`config.mk`:
```
export PLATFORM = sky130hd
export DESIGN_NAME = tcd_ctrl
export DESIGN_NICKNAME = d
export VERILOG_FILES = /design/src/common/tcd_pkg.sv /design/src/design/tcd_ctrl.sv /design/src/design/tcd_edge_det.sv
export SDC_FILE = /design/constraint.sdc
export NUM_CORES = 1
export LEC_CHECK = 0
export ABC_CLOCK_PERIOD_IN_PS = 1550
export BUFFER_PORTS_ARGS = -buffer_cell sky130_fd_sc_hd__buf_2
export CORE_UTILIZATION = 45
export CTS_CLUSTER_SIZE = 25
export DETAILED_ROUTE_END_ITERATION = 16
export GPL_TIMING_DRIVEN = 0
export PLACE_DENSITY = 0.76
export SLEW_MARGIN = 20
export SYNTH_ARGS = -nofsm -noshare
export SYNTH_HDL_FRONTEND = slang
export SYNTH_SLANG_ARGS = --single-unit
```
`constraint.sdc`:
```
create_clock -name clk -period 1.55 [get_ports clk]
set_input_delay 0.2325 -clock clk [delete_from_list [all_inputs] [get_ports clk]]
set_output_delay 0.2325 -clock clk [all_outputs]
set_load 0.05 [all_outputs]
```
`src/common/tcd_pkg.sv`:
```
package tcd_pkg;
   // field codes of the four-bit function select
   localparam logic [3:0] FSEL_RESET = 4'h0;
   localparam int FSEL_TOP = 3;
   localparam int FSEL_INIT = 2;
   localparam int FSEL_BOTH = 1;
   localparam int FSEL_FALL = 0;
   localparam logic [1:0] OC_OFF = 2'h0;
   localparam logic [1:0] OC_LOW = 2'h1;
   localparam logic [1:0] OC_HIGH = 2'h2;
   localparam logic [1:0] OC_TOGGLE = 2'h3;
   localparam logic [1:0] IC_PIN = 2'h2;
   localparam logic [1:0] IC_CASCADE = 2'h3;
   localparam logic [2:0] PSC_UNDIVIDED = 3'h0;
   localparam int CNT_W = 16;
   localparam logic [CNT_W-1:0] CNT_RESET = 16'h0000;
   // register offsets, one word each
   localparam logic [3:0] ADDR_FUNC = 4'h0;
   localparam logic [3:0] ADDR_COMPARE = 4'h1;
   localparam logic [3:0] ADDR_CAPTURE = 4'h2;
   localparam logic [3:0] ADDR_STATUS = 4'h3;
   localparam logic [3:0] ADDR_CLEAR = 4'h4;
   localparam logic [3:0] ADDR_ENABLE = 4'h5;
   localparam logic [3:0] ADDR_MODE = 4'h6;
   // status bits
   localparam int ST_W = 2;
   localparam int ST_MATCH = 0;
   localparam int ST_CAPT = 1;
   localparam int MODE_BUF = 0;
   localparam int MODE_PSC = 1;
   localparam int MODE_PSC_W = 3;
   typedef enum logic [1:0] {TCD_OFF, TCD_COMPARE, TCD_CAPTURE} tcd_func_t;
endpackage

```
`src/design/tcd_ctrl.sv`:
```
`timescale 1ns/1ps
// Summary of operation
// - In compare mode with low bits 01 the pin is driven low on each counter match.
// - In compare mode with low bits 10 the pin is driven high on each counter match.
// - In compare mode with low bits 11 the pin level is inverted on each counter match.
// - Code 1000 captures the counter on a rising edge of the input pin.
// - Code 1001 captures the counter on a falling edge of the input pin.
// - Codes 101x capture the counter on both edges of the input pin.
// - Codes 11xx capture the counter whenever channel 4 counts up or down.
// - With channel 4 prescaler select 000 the cascade capture is suppressed.
// - With buffer mode set neither capture nor compare output happens.
module tcd_ctrl (
   // clock and reset
   input wire logic clk,
   input wire logic rstn,
   // register port
   input wire logic [3:0] addr,
   input wire logic [tcd_pkg::CNT_W-1:0] wdata,
   input wire logic wr,
   input wire logic rd,
   output logic [tcd_pkg::CNT_W-1:0] rdata,
   // counters and pin
   input wire logic [tcd_pkg::CNT_W-1:0] chan3_counter,
   input wire logic chan4_count_tick,
   input wire logic pin_in,
   output logic pin_out,
   output logic pin_oe,
   // interrupt
   output logic irq
);
   import tcd_pkg::*;

   logic [3:0] func_sel;
   logic [CNT_W-1:0] chan3_general_reg_d;
   logic [CNT_W-1:0] capture_val;
   logic reg_d_buffer_mode;
   logic [MODE_PSC_W-1:0] chan4_prescale_sel;
   logic [ST_W-1:0] status;
   logic [ST_W-1:0] enable;
   logic pin_level;
   logic pin_drive;
   logic [3:0] prev_func;
   logic [CNT_W-1:0] next_rdata;
   logic [3:0] next_func_sel;
   logic [CNT_W-1:0] next_reg_d;
   logic [CNT_W-1:0] next_capture_val;
   logic next_buffer_mode;
   logic [MODE_PSC_W-1:0] next_prescale;
   logic [ST_W-1:0] next_status;
   logic [ST_W-1:0] next_enable;
   logic next_pin_level;
   logic next_pin_drive;
   logic next_irq;
   logic rise;
   logic fall;
   logic match;
   logic capture;
   tcd_func_t func;

   function automatic tcd_func_t decode_func(input logic [3:0] sel);
      if (sel[FSEL_TOP]) begin
         decode_func = TCD_CAPTURE;
      end else if (sel[1:0] == OC_OFF) begin
         decode_func = TCD_OFF;
      end else begin
         decode_func = TCD_COMPARE;
      end
   endfunction

   tcd_edge_det u_edge (
      .clk(clk),
      .rstn(rstn),
      .level(pin_in),
      .rise(rise),
      .fall(fall)
   );

   always_comb begin
      func = decode_func(func_sel);
      // buffer mode kills both compare output and capture
      match = (func == TCD_COMPARE) && !reg_d_buffer_mode
         && (chan3_counter == chan3_general_reg_d);
      capture = 1'b0;
      if (func == TCD_CAPTURE && !reg_d_buffer_mode) begin
         if (func_sel[3:2] == IC_CASCADE) begin
            capture = chan4_count_tick
               && (chan4_prescale_sel != PSC_UNDIVIDED);
         end else if (func_sel[FSEL_BOTH]) begin
            capture = rise | fall;
         end else if (func_sel[FSEL_FALL]) begin
            capture = fall;
         end else begin
            capture = rise;
         end
      end
   end

   always_comb begin
      next_func_sel = func_sel;
      next_reg_d = chan3_general_reg_d;
      next_buffer_mode = reg_d_buffer_mode;
      next_prescale = chan4_prescale_sel;
      next_enable = enable;
      next_capture_val = capture_val;
      next_pin_level = pin_level;
      next_pin_drive = (decode_func(func_sel) == TCD_COMPARE);
      // initial level loaded when a compare code is newly written
      if (func_sel != prev_func && decode_func(func_sel) == TCD_COMPARE) begin
         next_pin_level = func_sel[FSEL_INIT];
      end
      if (match) begin
         case (func_sel[1:0])
            OC_LOW: next_pin_level = 1'b0;
            OC_HIGH: next_pin_level = 1'b1;
            OC_TOGGLE: next_pin_level = ~pin_level;
            default: next_pin_level = pin_level;
         endcase
      end
      if (capture) begin
         next_capture_val = chan3_counter;
      end
      next_status = status;
      if (wr) begin
         if (addr == ADDR_FUNC) begin
            next_func_sel = wdata[3:0];
         end else if (addr == ADDR_COMPARE) begin
            next_reg_d = wdata;
         end else if (addr == ADDR_CLEAR) begin
            next_status = status & ~wdata[ST_W-1:0];
         end else if (addr == ADDR_ENABLE) begin
            next_enable = wdata[ST_W-1:0];
         end else if (addr == ADDR_MODE) begin
            next_buffer_mode = wdata[MODE_BUF];
            next_prescale = wdata[MODE_PSC +: MODE_PSC_W];
         end
      end
      // set wins over a clear in the same cycle
      if (match) begin
         next_status[ST_MATCH] = 1'b1;
      end
      if (capture) begin
         next_status[ST_CAPT] = 1'b1;
      end
      next_irq = |(next_status & next_enable);
      next_rdata = rdata;
      if (rd) begin
         if (addr == ADDR_FUNC) begin
            next_rdata = {12'h000, func_sel};
         end else if (addr == ADDR_COMPARE) begin
            next_rdata = chan3_general_reg_d;
         end else if (addr == ADDR_CAPTURE) begin
            next_rdata = capture_val;
         end else if (addr == ADDR_STATUS) begin
            next_rdata = {14'h0000, status};
         end else if (addr == ADDR_ENABLE) begin
            next_rdata = {14'h0000, enable};
         end else if (addr == ADDR_MODE) begin
            next_rdata = {12'h000, chan4_prescale_sel, reg_d_buffer_mode};
         end else begin
            next_rdata = CNT_RESET;
         end
      end
   end

   always_ff @(posedge clk or negedge rstn) begin
      if (!rstn) begin
         func_sel <= FSEL_RESET;
         prev_func <= FSEL_RESET;
         chan3_general_reg_d <= CNT_RESET;
         capture_val <= CNT_RESET;
         reg_d_buffer_mode <= 1'b0;
         chan4_prescale_sel <= PSC_UNDIVIDED;
         status <= '0;
         enable <= '0;
         pin_level <= 1'b0;
         pin_drive <= 1'b0;
         irq <= 1'b0;
         rdata <= CNT_RESET;
      end else begin
         func_sel <= next_func_sel;
         prev_func <= func_sel;
         chan3_general_reg_d <= next_reg_d;
         capture_val <= next_capture_val;
         reg_d_buffer_mode <= next_buffer_mode;
         chan4_prescale_sel <= next_prescale;
         status <= next_status;
         enable <= next_enable;
         pin_level <= next_pin_level;
         pin_drive <= next_pin_drive;
         irq <= next_irq;
         rdata <= next_rdata;
      end
   end

   assign pin_out = pin_level;
   assign pin_oe = pin_drive;

   // compare output
   // a match in the cycle after a code write overrides the initial level, acting on the old level
   a_match_low: assert property (@(posedge clk) disable iff (!rstn)
      match && func_sel[1:0] == OC_LOW && func_sel == prev_func |=> !pin_out)
      else $error("pin not low after match");
   a_match_high: assert property (@(posedge clk) disable iff (!rstn)
      match && func_sel[1:0] == OC_HIGH && func_sel == prev_func |=> pin_out)
      else $error("pin not high after match");
   a_match_toggle: assert property (@(posedge clk) disable iff (!rstn)
      match && func_sel[1:0] == OC_TOGGLE && func_sel == prev_func
      |=> pin_out != $past(pin_out))
      else $error("pin not toggled");
   a_pin_hold: assert property (@(posedge clk) disable iff (!rstn)
      !match && func_sel == prev_func |=> $stable(pin_out))
      else $error("pin moved without match");
   a_init_level: assert property (@(posedge clk) disable iff (!rstn)
      func_sel != prev_func && !func_sel[FSEL_TOP] && func_sel[1:0] != OC_OFF && !match
      |=> pin_out == $past(func_sel[FSEL_INIT]))
      else $error("initial level not loaded");
   a_oc_drive: assert property (@(posedge clk) disable iff (!rstn)
      !func_sel[FSEL_TOP] && func_sel[1:0] != OC_OFF |=> pin_oe)
      else $error("output not enabled in compare");
   a_off_hiz: assert property (@(posedge clk) disable iff (!rstn)
      func_sel[FSEL_TOP] || func_sel[1:0] == OC_OFF |=> !pin_oe)
      else $error("output enabled when off");

   // input capture
   a_rise_capt: assert property (@(posedge clk) disable iff (!rstn)
      func_sel == 4'h8 && !reg_d_buffer_mode && rise
      |=> capture_val == $past(chan3_counter))
      else $error("rising capture missed");
   a_rise_only: assert property (@(posedge clk) disable iff (!rstn)
      func_sel == 4'h8 && !rise |-> !capture)
      else $error("capture without rising edge");
   a_fall_capt: assert property (@(posedge clk) disable iff (!rstn)
      func_sel == 4'h9 && !reg_d_buffer_mode && fall |=> status[ST_CAPT])
      else $error("falling capture missed");
   a_fall_only: assert property (@(posedge clk) disable iff (!rstn)
      func_sel == 4'h9 && !fall |-> !capture)
      else $error("capture without falling edge");
   a_both_capt: assert property (@(posedge clk) disable iff (!rstn)
      func_sel[3:1] == 3'h5 && !reg_d_buffer_mode && (rise || fall)
      |=> capture_val == $past(chan3_counter))
      else $error("edge capture missed");
   a_both_only: assert property (@(posedge clk) disable iff (!rstn)
      func_sel[3:1] == 3'h5 && !rise && !fall |-> !capture)
      else $error("capture without pin edge");
   a_casc_capt: assert property (@(posedge clk) disable iff (!rstn)
      func_sel[3:2] == IC_CASCADE && !reg_d_buffer_mode
      && chan4_prescale_sel != PSC_UNDIVIDED && chan4_count_tick
      |=> status[ST_CAPT] && capture_val == $past(chan3_counter))
      else $error("cascade capture missed");
   a_casc_pin: assert property (@(posedge clk) disable iff (!rstn)
      func_sel[3:2] == IC_CASCADE && !chan4_count_tick |-> !capture)
      else $error("cascade capture without tick");
   a_capt_hold: assert property (@(posedge clk) disable iff (!rstn)
      !capture |=> $stable(capture_val))
      else $error("capture value moved");
   a_psc_block: assert property (@(posedge clk) disable iff (!rstn)
      func_sel[3:2] == IC_CASCADE && chan4_prescale_sel == PSC_UNDIVIDED |-> !capture)
      else $error("capture with undivided clock");
   a_psc_hold: assert property (@(posedge clk) disable iff (!rstn)
      func_sel[3:2] == IC_CASCADE && chan4_prescale_sel == PSC_UNDIVIDED
      |=> $stable(capture_val))
      else $error("capture value moved with undivided clock");
   a_buf_block: assert property (@(posedge clk) disable iff (!rstn)
      reg_d_buffer_mode |-> !capture && !match)
      else $error("event in buffer mode");
   a_buf_capt: assert property (@(posedge clk) disable iff (!rstn)
      reg_d_buffer_mode |=> $stable(capture_val))
      else $error("capture value moved in buffer mode");
   a_buf_pin: assert property (@(posedge clk) disable iff (!rstn)
      reg_d_buffer_mode && func_sel == prev_func |=> $stable(pin_out))
      else $error("pin moved in buffer mode");

   // status flags and interrupt
   // a clear in the cycle of a new event loses, so no event goes unseen
   a_set_wins: assert property (@(posedge clk) disable iff (!rstn)
      match && wr && addr == ADDR_CLEAR && wdata[ST_MATCH] |=> status[ST_MATCH])
      else $error("clear beat a new match");
   a_capt_flag: assert property (@(posedge clk) disable iff (!rstn)
      capture |=> status[ST_CAPT])
      else $error("capture flag not set");
   a_flag_clear: assert property (@(posedge clk) disable iff (!rstn)
      wr && addr == ADDR_CLEAR && wdata[ST_CAPT] && !capture |=> !status[ST_CAPT])
      else $error("capture flag not cleared");
   a_match_clear: assert property (@(posedge clk) disable iff (!rstn)
      wr && addr == ADDR_CLEAR && wdata[ST_MATCH] && !match |=> !status[ST_MATCH])
      else $error("match flag not cleared");
   a_flag_sticky: assert property (@(posedge clk) disable iff (!rstn)
      status[ST_MATCH] && !(wr && addr == ADDR_CLEAR) |=> status[ST_MATCH])
      else $error("match flag lost");
   a_capt_sticky: assert property (@(posedge clk) disable iff (!rstn)
      status[ST_CAPT] && !(wr && addr == ADDR_CLEAR) |=> status[ST_CAPT])
      else $error("capture flag lost");
   a_irq_level: assert property (@(posedge clk) disable iff (!rstn)
      irq == |(status & enable))
      else $error("interrupt level wrong");

   // register port
   a_write_func: assert property (@(posedge clk) disable iff (!rstn)
      wr && addr == ADDR_FUNC |=> func_sel == $past(wdata[3:0]))
      else $error("function write lost");
   a_write_cmp: assert property (@(posedge clk) disable iff (!rstn)
      wr && addr == ADDR_COMPARE |=> chan3_general_reg_d == $past(wdata))
      else $error("compare write lost");
   a_write_enable: assert property (@(posedge clk) disable iff (!rstn)
      wr && addr == ADDR_ENABLE |=> enable == $past(wdata[ST_W-1:0]))
      else $error("enable write lost");
   a_write_mode: assert property (@(posedge clk) disable iff (!rstn)
      wr && addr == ADDR_MODE |=> reg_d_buffer_mode == $past(wdata[MODE_BUF])
      && chan4_prescale_sel == $past(wdata[MODE_PSC +: MODE_PSC_W]))
      else $error("mode write lost");
   a_read_func: assert property (@(posedge clk) disable iff (!rstn)
      rd && addr == ADDR_FUNC |=> rdata == {12'h000, $past(func_sel)})
      else $error("function read wrong");
   a_read_cmp: assert property (@(posedge clk) disable iff (!rstn)
      rd && addr == ADDR_COMPARE |=> rdata == $past(chan3_general_reg_d))
      else $error("compare read wrong");
   a_read_status: assert property (@(posedge clk) disable iff (!rstn)
      rd && addr == ADDR_STATUS |=> rdata == {14'h0000, $past(status)})
      else $error("status read wrong");
   a_read_capt: assert property (@(posedge clk) disable iff (!rstn)
      rd && addr == ADDR_CAPTURE |=> rdata == $past(capture_val))
      else $error("capture read wrong");
   a_read_mode: assert property (@(posedge clk) disable iff (!rstn)
      rd && addr == ADDR_MODE
      |=> rdata == {12'h000, $past(chan4_prescale_sel), $past(reg_d_buffer_mode)})
      else $error("mode read wrong");
   a_read_gap: assert property (@(posedge clk) disable iff (!rstn)
      rd && addr > ADDR_MODE |=> rdata == CNT_RESET)
      else $error("unmapped read not zero");
   a_rdata_hold: assert property (@(posedge clk) disable iff (!rstn)
      !rd |=> $stable(rdata))
      else $error("read data moved without read");

   // main scenarios
   c_toggle: cover property (@(posedge clk) disable iff (!rstn)
      match && func_sel[1:0] == OC_TOGGLE);
   c_both: cover property (@(posedge clk) disable iff (!rstn)
      capture && func_sel[3:1] == 3'h5);
   c_casc: cover property (@(posedge clk) disable iff (!rstn)
      capture && func_sel[3:2] == IC_CASCADE);
   c_irq: cover property (@(posedge clk) disable iff (!rstn) $rose(irq));
   c_set_wins: cover property (@(posedge clk) disable iff (!rstn)
      match && wr && addr == ADDR_CLEAR);
endmodule // tcd_ctrl

```
`src/design/tcd_edge_det.sv`:
```
`timescale 1ns/1ps
module tcd_edge_det (
   // clock and reset
   input wire logic clk,
   input wire logic rstn,
   // sampled level and edges
   input wire logic level,
   output logic rise,
   output logic fall
);
   logic prev;
   logic armed;
   logic next_prev;
   logic next_armed;

   always_comb begin
      next_prev = level;
      next_armed = 1'b1;
   end

   always_ff @(posedge clk or negedge rstn) begin
      if (!rstn) begin
         prev <= 1'b0;
         armed <= 1'b0;
      end else begin
         prev <= next_prev;
         armed <= next_armed;
      end
   end

   // no edge in the first cycle after reset, whatever level the pin idles at
   assign rise = armed & level & ~prev;
   assign fall = armed & ~level & prev;
endmodule // tcd_edge_det

```
; ---- Word-level counts from Yosys, hierarchy flattened
; Cells that the tools add are included.
[classes]
muxes = 26
eq_ne = 15
bitwise = 15
n_reduce_logical = 15
[ops]
columns = cell, count
row1 = 2-to-1 mux 16 bit, 3
row2 = 2-to-1 mux 2 bit, 10
row3 = equality test 16 bit, 1
row4 = "equality test 4 x 3 -> 1 bit, second input constant", 3
row5 = 2-to-1 mux 4 bit, 3
row6 = 2-to-1 mux 1 bit, 9
row7 = "equality test 2 bit, second input constant", 4
row8 = "equality test 4 x 2 -> 1 bit, second input constant", 2
row9 = inverter 1 bit, 7
row10 = AND reduction 6 bit, 1
row11 = logical AND 1 bit, 5
row12 = AND 1 bit, 4
row13 = AND 2 bit, 2
row14 = "equality test 2 x 1 -> 1 bit, second input constant", 2
row15 = "equality test 4 x 1 -> 1 bit, second input constant", 1
row16 = zero test 4 bit, 1
row17 = "!= test 4 x 1 -> 1 bit, second input constant", 1
row18 = != test 4 bit, 1
row19 = AND reduction 2 bit, 2
row20 = case mux 1 bit (3 select lines), 1
row21 = AND reduction 3 bit, 1
row22 = nonzero test 3 bit, 1
row23 = zero test 2 bit, 1
row24 = inverter 2 bit, 1
row25 = 4 further kinds, 4
[totals]
in_bits = 42
register_bits = 69
wordCells = 85
output_inout_bits = 19

; ---- Logic depth before layout (Yosys ltp)
[depth]
depth_word = 10
mapped_depth = 7
ltp_nobuf = 5

; ---- Cells and area by module
; From an unflattened synthesis, not the netlist that was laid out.
[hier_totals]
hier_cells = 258
hier_area_um2 = 3111.7
[by_module_without_submodules]
columns = mod, seq_area_each_um2, instances, cells_per_inst, area_each_um2
row1 = tcd_ctrl, 1676.6, 1, 253, 3040.4
row2 = tcd_edge_det, 50.0, 1, 5, 71.3

; ---- Least setup slack after synthesis
; OpenSTA, ideal clock, no wires.
[synth_path]
kind = register to register
startpoint = register func_sel[2]
endpoint = register capture_val[10]
slack_ps = -56
path_buffers = 1
arrival_ps = 1481
setup_ps = 125
period_less_slack_ps = 1606
t_required_ps = 1425
stages_incl_launch_ff = 6
cell_sequence = dfrtp_1 > nor4bb_1 > o211ai_1 > o21ai_2 > buf_6 > mux2_2
[synth_between]
elab_chain_cells = 3
[synth_rtl]
columns = item, line
row1 = "start, declared", tcd_ctrl.sv:33  ; logic [3:0] func_sel;
row2 = "start signal, assigned", tcd_ctrl.sv:180  ; func_sel <= next_func_sel;
row3 = equality test 2 bit, tcd_ctrl.sv:85  ; if (func_sel[3:2] == IC_CASCADE) begin
row4 = 2-to-1 mux 1 bit, tcd_ctrl.sv:85
row5 = 2-to-1 mux 1 bit, tcd_ctrl.sv:84  ; if (func == TCD_CAPTURE && !reg_d_buffer_mode) begin
row6 = "end signal, assigned", tcd_ctrl.sv:183  ; capture_val <= next_capture_val;
row7 = "end, declared", tcd_ctrl.sv:35  ; logic [CNT_W-1:0] capture_val;
; No other way between the ends.
; A chain may end at the register's enable or synchronous reset.

; ---- Worst setup path in the final report
[layout_path]
startpoint = register reg_d_buffer_mode
endpoint = register capture_val[12]
[layout_between]
elab_chain_cells = 3
[layout_rtl]
columns = item, line
row1 = "start, declared", tcd_ctrl.sv:36  ; logic reg_d_buffer_mode;
row2 = "start signal, assigned", tcd_ctrl.sv:184  ; reg_d_buffer_mode <= next_buffer_mode;
row3 = zero test 1 bit, tcd_ctrl.sv:84
row4 = logical AND 1 bit, tcd_ctrl.sv:84
row5 = 2-to-1 mux 1 bit, tcd_ctrl.sv:84
; No other way between the ends.

==> qor_table.md <==
| Group | Parameter | Value |
|:---|:---|:---|
| sta | Least-Margin Pin Slew | 0.575 ns |
| sta | Largest clock skew in the final design | 0.00689 ns |
| power | Total power | 5.58 mW |
| power | Pint | 3.82 mW |
| yosys | Synth async-reset ratio | 100% |
| power | Leak | 1.81 nW |
| routing | Detailed-route DRC error count | 0 |
| yosys | Most used flip-flop cell after synthesis | sky130_fd_sc_hd__dfrtp_1 |
| global routing | Overflow after GRT | 0 |
| global routing | GRT Util Overall | 22.6% |
| final layout | Area growth from synthesis to layout | 25.2% |
| clock network | Number of CTS-inserted buffers | 9 |
| power | Clock share of power | 24.5% |
| clock network | Clock Path Buffers | 2 |
| placed design | Final Wtd Congestion | 0.859 |
| floorplan | Total number of placement rows | 29 |
| routing | Number of detailed-route iterations in the first pass | 4 |
| final layout | Commonest non-fill, non-tap cell in the layout | sky130_fd_sc_hd__dfrtp_1 |
| routing | Final routed wire length divided by cell count | 18.2 um |
| power | Register share of total power | 47.0% |
| floorplan | Die footprint | 7260 um2 |
| clock network | Deepest level of the CTS H-tree | 3 |
| routing | Routed wire length on met3 | 410 um |
| worst setup path | Data arrival time of the critical path | 1.91 ns |
| power | Net switching power of the design | 1.76 mW |
| worst setup path | Kind of critical path | register to register |
| yosys | Total nets after synthesis | 295 |
| job | Max_cap viols | 0 |
| clock network | Clk Tree Root Cell | sky130_fd_sc_hd__clkbuf_8 |
| floorplan | Height of the die | 85.2 um |
| status | Violations in the final reports | setup timing |
| power | Power Density | 1430 nW/um2 |
| sta | Achievable clock frequency | 588 MHz |
| yosys | Count of cell types in the netlist | 40 |
| routing | Ratio of routed vias to standard cells | 5.65 |
| routing | First DRT Iteration DRCs | 199 |
| sta | Worst setup slack after layout | -0.150 ns |
| sta | Final period utilization | 110% |
| yosys | Syn. warnings | 0 |
| global routing | Number of antenna violations at the first check in global routing | 0 |
| power | Switching Share | 31.6% |
| floorplan | Top-level port count | 61 |
| routing | Routed length on met1 | 3.26 mm |
| final layout | Fraction of final layout cells with drive strength greater than 1 | 44.8% |
| worst setup path | Startpoint of the most critical register-to-register path | reg_d_buffer_mode |
| sta | Setup repair after global routing missed its margin | true |
| final layout | Most frequent cells in the layout | 64 x sky130_fd_sc_hd__dfrtp_1, 62 x sky130_fd_sc_hd__buf_2, 26 x sky130_fd_sc_hd__mux2_2 |
| global routing | First-pass GRT wire length | 12.3 mm |
| clock network | Total clock sinks | 69 |
| power | Worst vdd rail ir drop | 0.000708 V |
| sta | Final Hold Violating Endpoints | 0 |
| placed design | Detailed Place HPWL | 5.07 mm |
| clock network | Clock slew seen by the registers of the worst setup and hold paths | 0.07 ns |
| routing | Total via count after detailed routing | 2327 |
| sta | Final-report setup violation count | 18 |
| status | Run status | complete, but fails checks |
| yosys | Number of storage elements in the synthesis netlist | 69 |
| clock network | CTS tree | built |
| sta | Number of slew-limit violations in the final report | 0 |
| worst setup path | Required time of the critical path | 1.76 ns |
| yosys | Fraction of the yosys area taken by sequential cells | 55.4% |
| worst setup path | Sort of element at the start of the critical path | register |
| yosys | EDFF count, synth | 0 |
| final layout | Post-Route Utilization | 59.7% |
| worst setup path | Crit Path Max Fanout | 5 |
| placed design | Number of buffer cells added on primary ports | 57 |
| global routing | Vias in the first global route | 2399 |
| routing | Detailed-route wire length | 7.50 mm |
| sta | Period minus WS final | 1.70 ns |
| min path | Class of the tightest hold or removal check | input pin to register |
| routing | Total met2 wirelength after detailed routing | 3.59 mm |
| final layout | Antenna Diode Count | 0 |
| worst setup path | Start point of the critical path | reg_d_buffer_mode |
| floorplan | Effective utilization at floorplan | 47.7% |
| min path | Worst min-delay path startpoint | pin_in |
| yosys | Avg Inst Size Synth | 12.3 um2 |
| clock network | Worst-Skew Late Latency | 0.33 ns |
| yosys | Combined area of all synthesized cells | 3120 um2 |
| sta | Slew headroom | 61.6% |
| sta | Setup Total Neg Slack | -2.35 ns |
| routing | Highest routing layer actually used | met4 |
| floorplan | Die X-Extent | 85.2 um |
| routing | Number of nets with antenna violations after detailed routing | 0 |
| power | Share of power burned in combinational logic | 28.6% |
| worst setup path | Kind of capture point of the worst setup path | register |
| final layout | Nets@finish | 374 |
| global routing | Pin count of the biggest net entering global routing | 52 |
| yosys | Post-Synthesis Cells | 253 |
| floorplan | Core footprint | 6530 um2 |
worst max-delay path, stage by stage, from the launching register on:
cell,delay [ns]
sky130_fd_sc_hd__dfrtp_2,0.43
sky130_fd_sc_hd__nor4bb_2,0.29
sky130_fd_sc_hd__o211ai_1,0.20
sky130_fd_sc_hd__o21ai_4,0.16
sky130_fd_sc_hd__buf_6,0.19
sky130_fd_sc_hd__mux2_4,0.31
state kept, by name (all words and copies together), names as in the netlist:
name / flops
capture_val: 16
chan3_general_reg_d: 16
rdata: 16
func_sel: 4
prev_func: 4
chan4_prescale_sel: 3
enable: 2
status: 2
irq: 1
pin_oe: 1
pin_out: 1
reg_d_buffer_mode: 1
u_edge.armed: 1
u_edge.prev: 1
worst paths after layout:
path	end	slack, ns	depth (start not counted)
min in group asynchronous	reg_d_buffer_mode	0.30	2
worst max register to register	capture_val[12]	-0.15	5
worst max-delay path	capture_val[12]	-0.15	5
max in group asynchronous	chan3_general_reg_d[3]	0.71	3
worst min-delay path	u_edge.prev	0.06	1
worst min register to register	prev_func[0]	0.47	0
power by group through the flow:
| stage | Sequential, mW | Clock [mW] | Combinational (mW) |
|---|---|---|---|
| floorplan | 2.81 | 0 | 0.736 |
| global route | 2.68 | 1.46 | 1.71 |
| global placement | 2.62 | 0 | 1.26 |
| detailed placement | 2.66 | 0 | 1.31 |
| CTS | 2.61 | 1.38 | 1.59 |
| finish | 2.62 | 1.36 | 1.59 |
cells in the mapped netlist, drive strengths merged (3+ instances only):
cell | n | area, um2
mux2 | 42 | 473
dfrtp | 69 | 1730
inv | 6 | 22.5
a22oi | 12 | 90.1
a21oi | 18 | 90.1
nand2 | 7 | 28.8
nor2b | 3 | 21.3
nor3 | 3 | 15.0
nand2b | 4 | 32.5
nor4 | 5 | 50.1
xnor2 | 3 | 26.3
buf | 7 | 41.3
nor2 | 25 | 96.4
mux2i | 4 | 40.0
xor2 | 18 | 158
clkbuf | 4 | 16.3
stage by stage:
| stage | std cells | cell area [um2] | setup slack [ns] | hold slack (ns) |
|---|---|---|---|---|
| floorplan | 253 | 3120 | -0.0429 | -0.0631 |
| global placement | 387 | 3500 | -0.274 | 0.394 |
| detailed placement | 388 | 3530 | -0.335 | 0.132 |
| CTS | 412 | 3890 | -0.0993 | 0.0510 |
| global route | 412 | 3900 | -0.167 | 0.0484 |
| finish | 412 | 3900 | -0.150 | 0.0577 |
layer usage:
layer  vias up  global-route usage (%)
li1       1062                       -
met1      1158                    30.7
met2        88                    34.8
met3        19                    3.70
met4         0                    12.6
met5         -                       0
cell type report:
type / count / area, um2
multi-input cells: 167 / 1400
clock inverters: 1 / 5.00
well taps: 77 / 96.3
flip-flops and latches: 69 / 1730
inverters: 6 / 22.5
plain buffers: 11 / 57.6
repair buffers: 68 / 404
fillers: 540 / 2630
clock buffers: 13 / 179
cell families after synthesis:
| family | share of synthesized area [%] |
|---|---|
| xor gates and xnor gates | 5.90 |
| other | 0.120 |
| AOI/OAI and AO/OA | 10.5 |
| and+or+nand+nor | 9.00 |
| muxes | 16.5 |
| buffers and inverters | 2.57 |
| DFF | 55.4 |
what timing repair did:
item / in CTS / in global routing
hold endpoints to repair: 18 / 0
pin swaps: 8 / 3
gates resized for setup: 28 / 3
gates cloned: 1 / 0
hold buffers: 1 / 0
endpoints found under the setup margin: 19 / 19
buffers inserted: 8 / 0
Power figures use the tool's default switching activity.
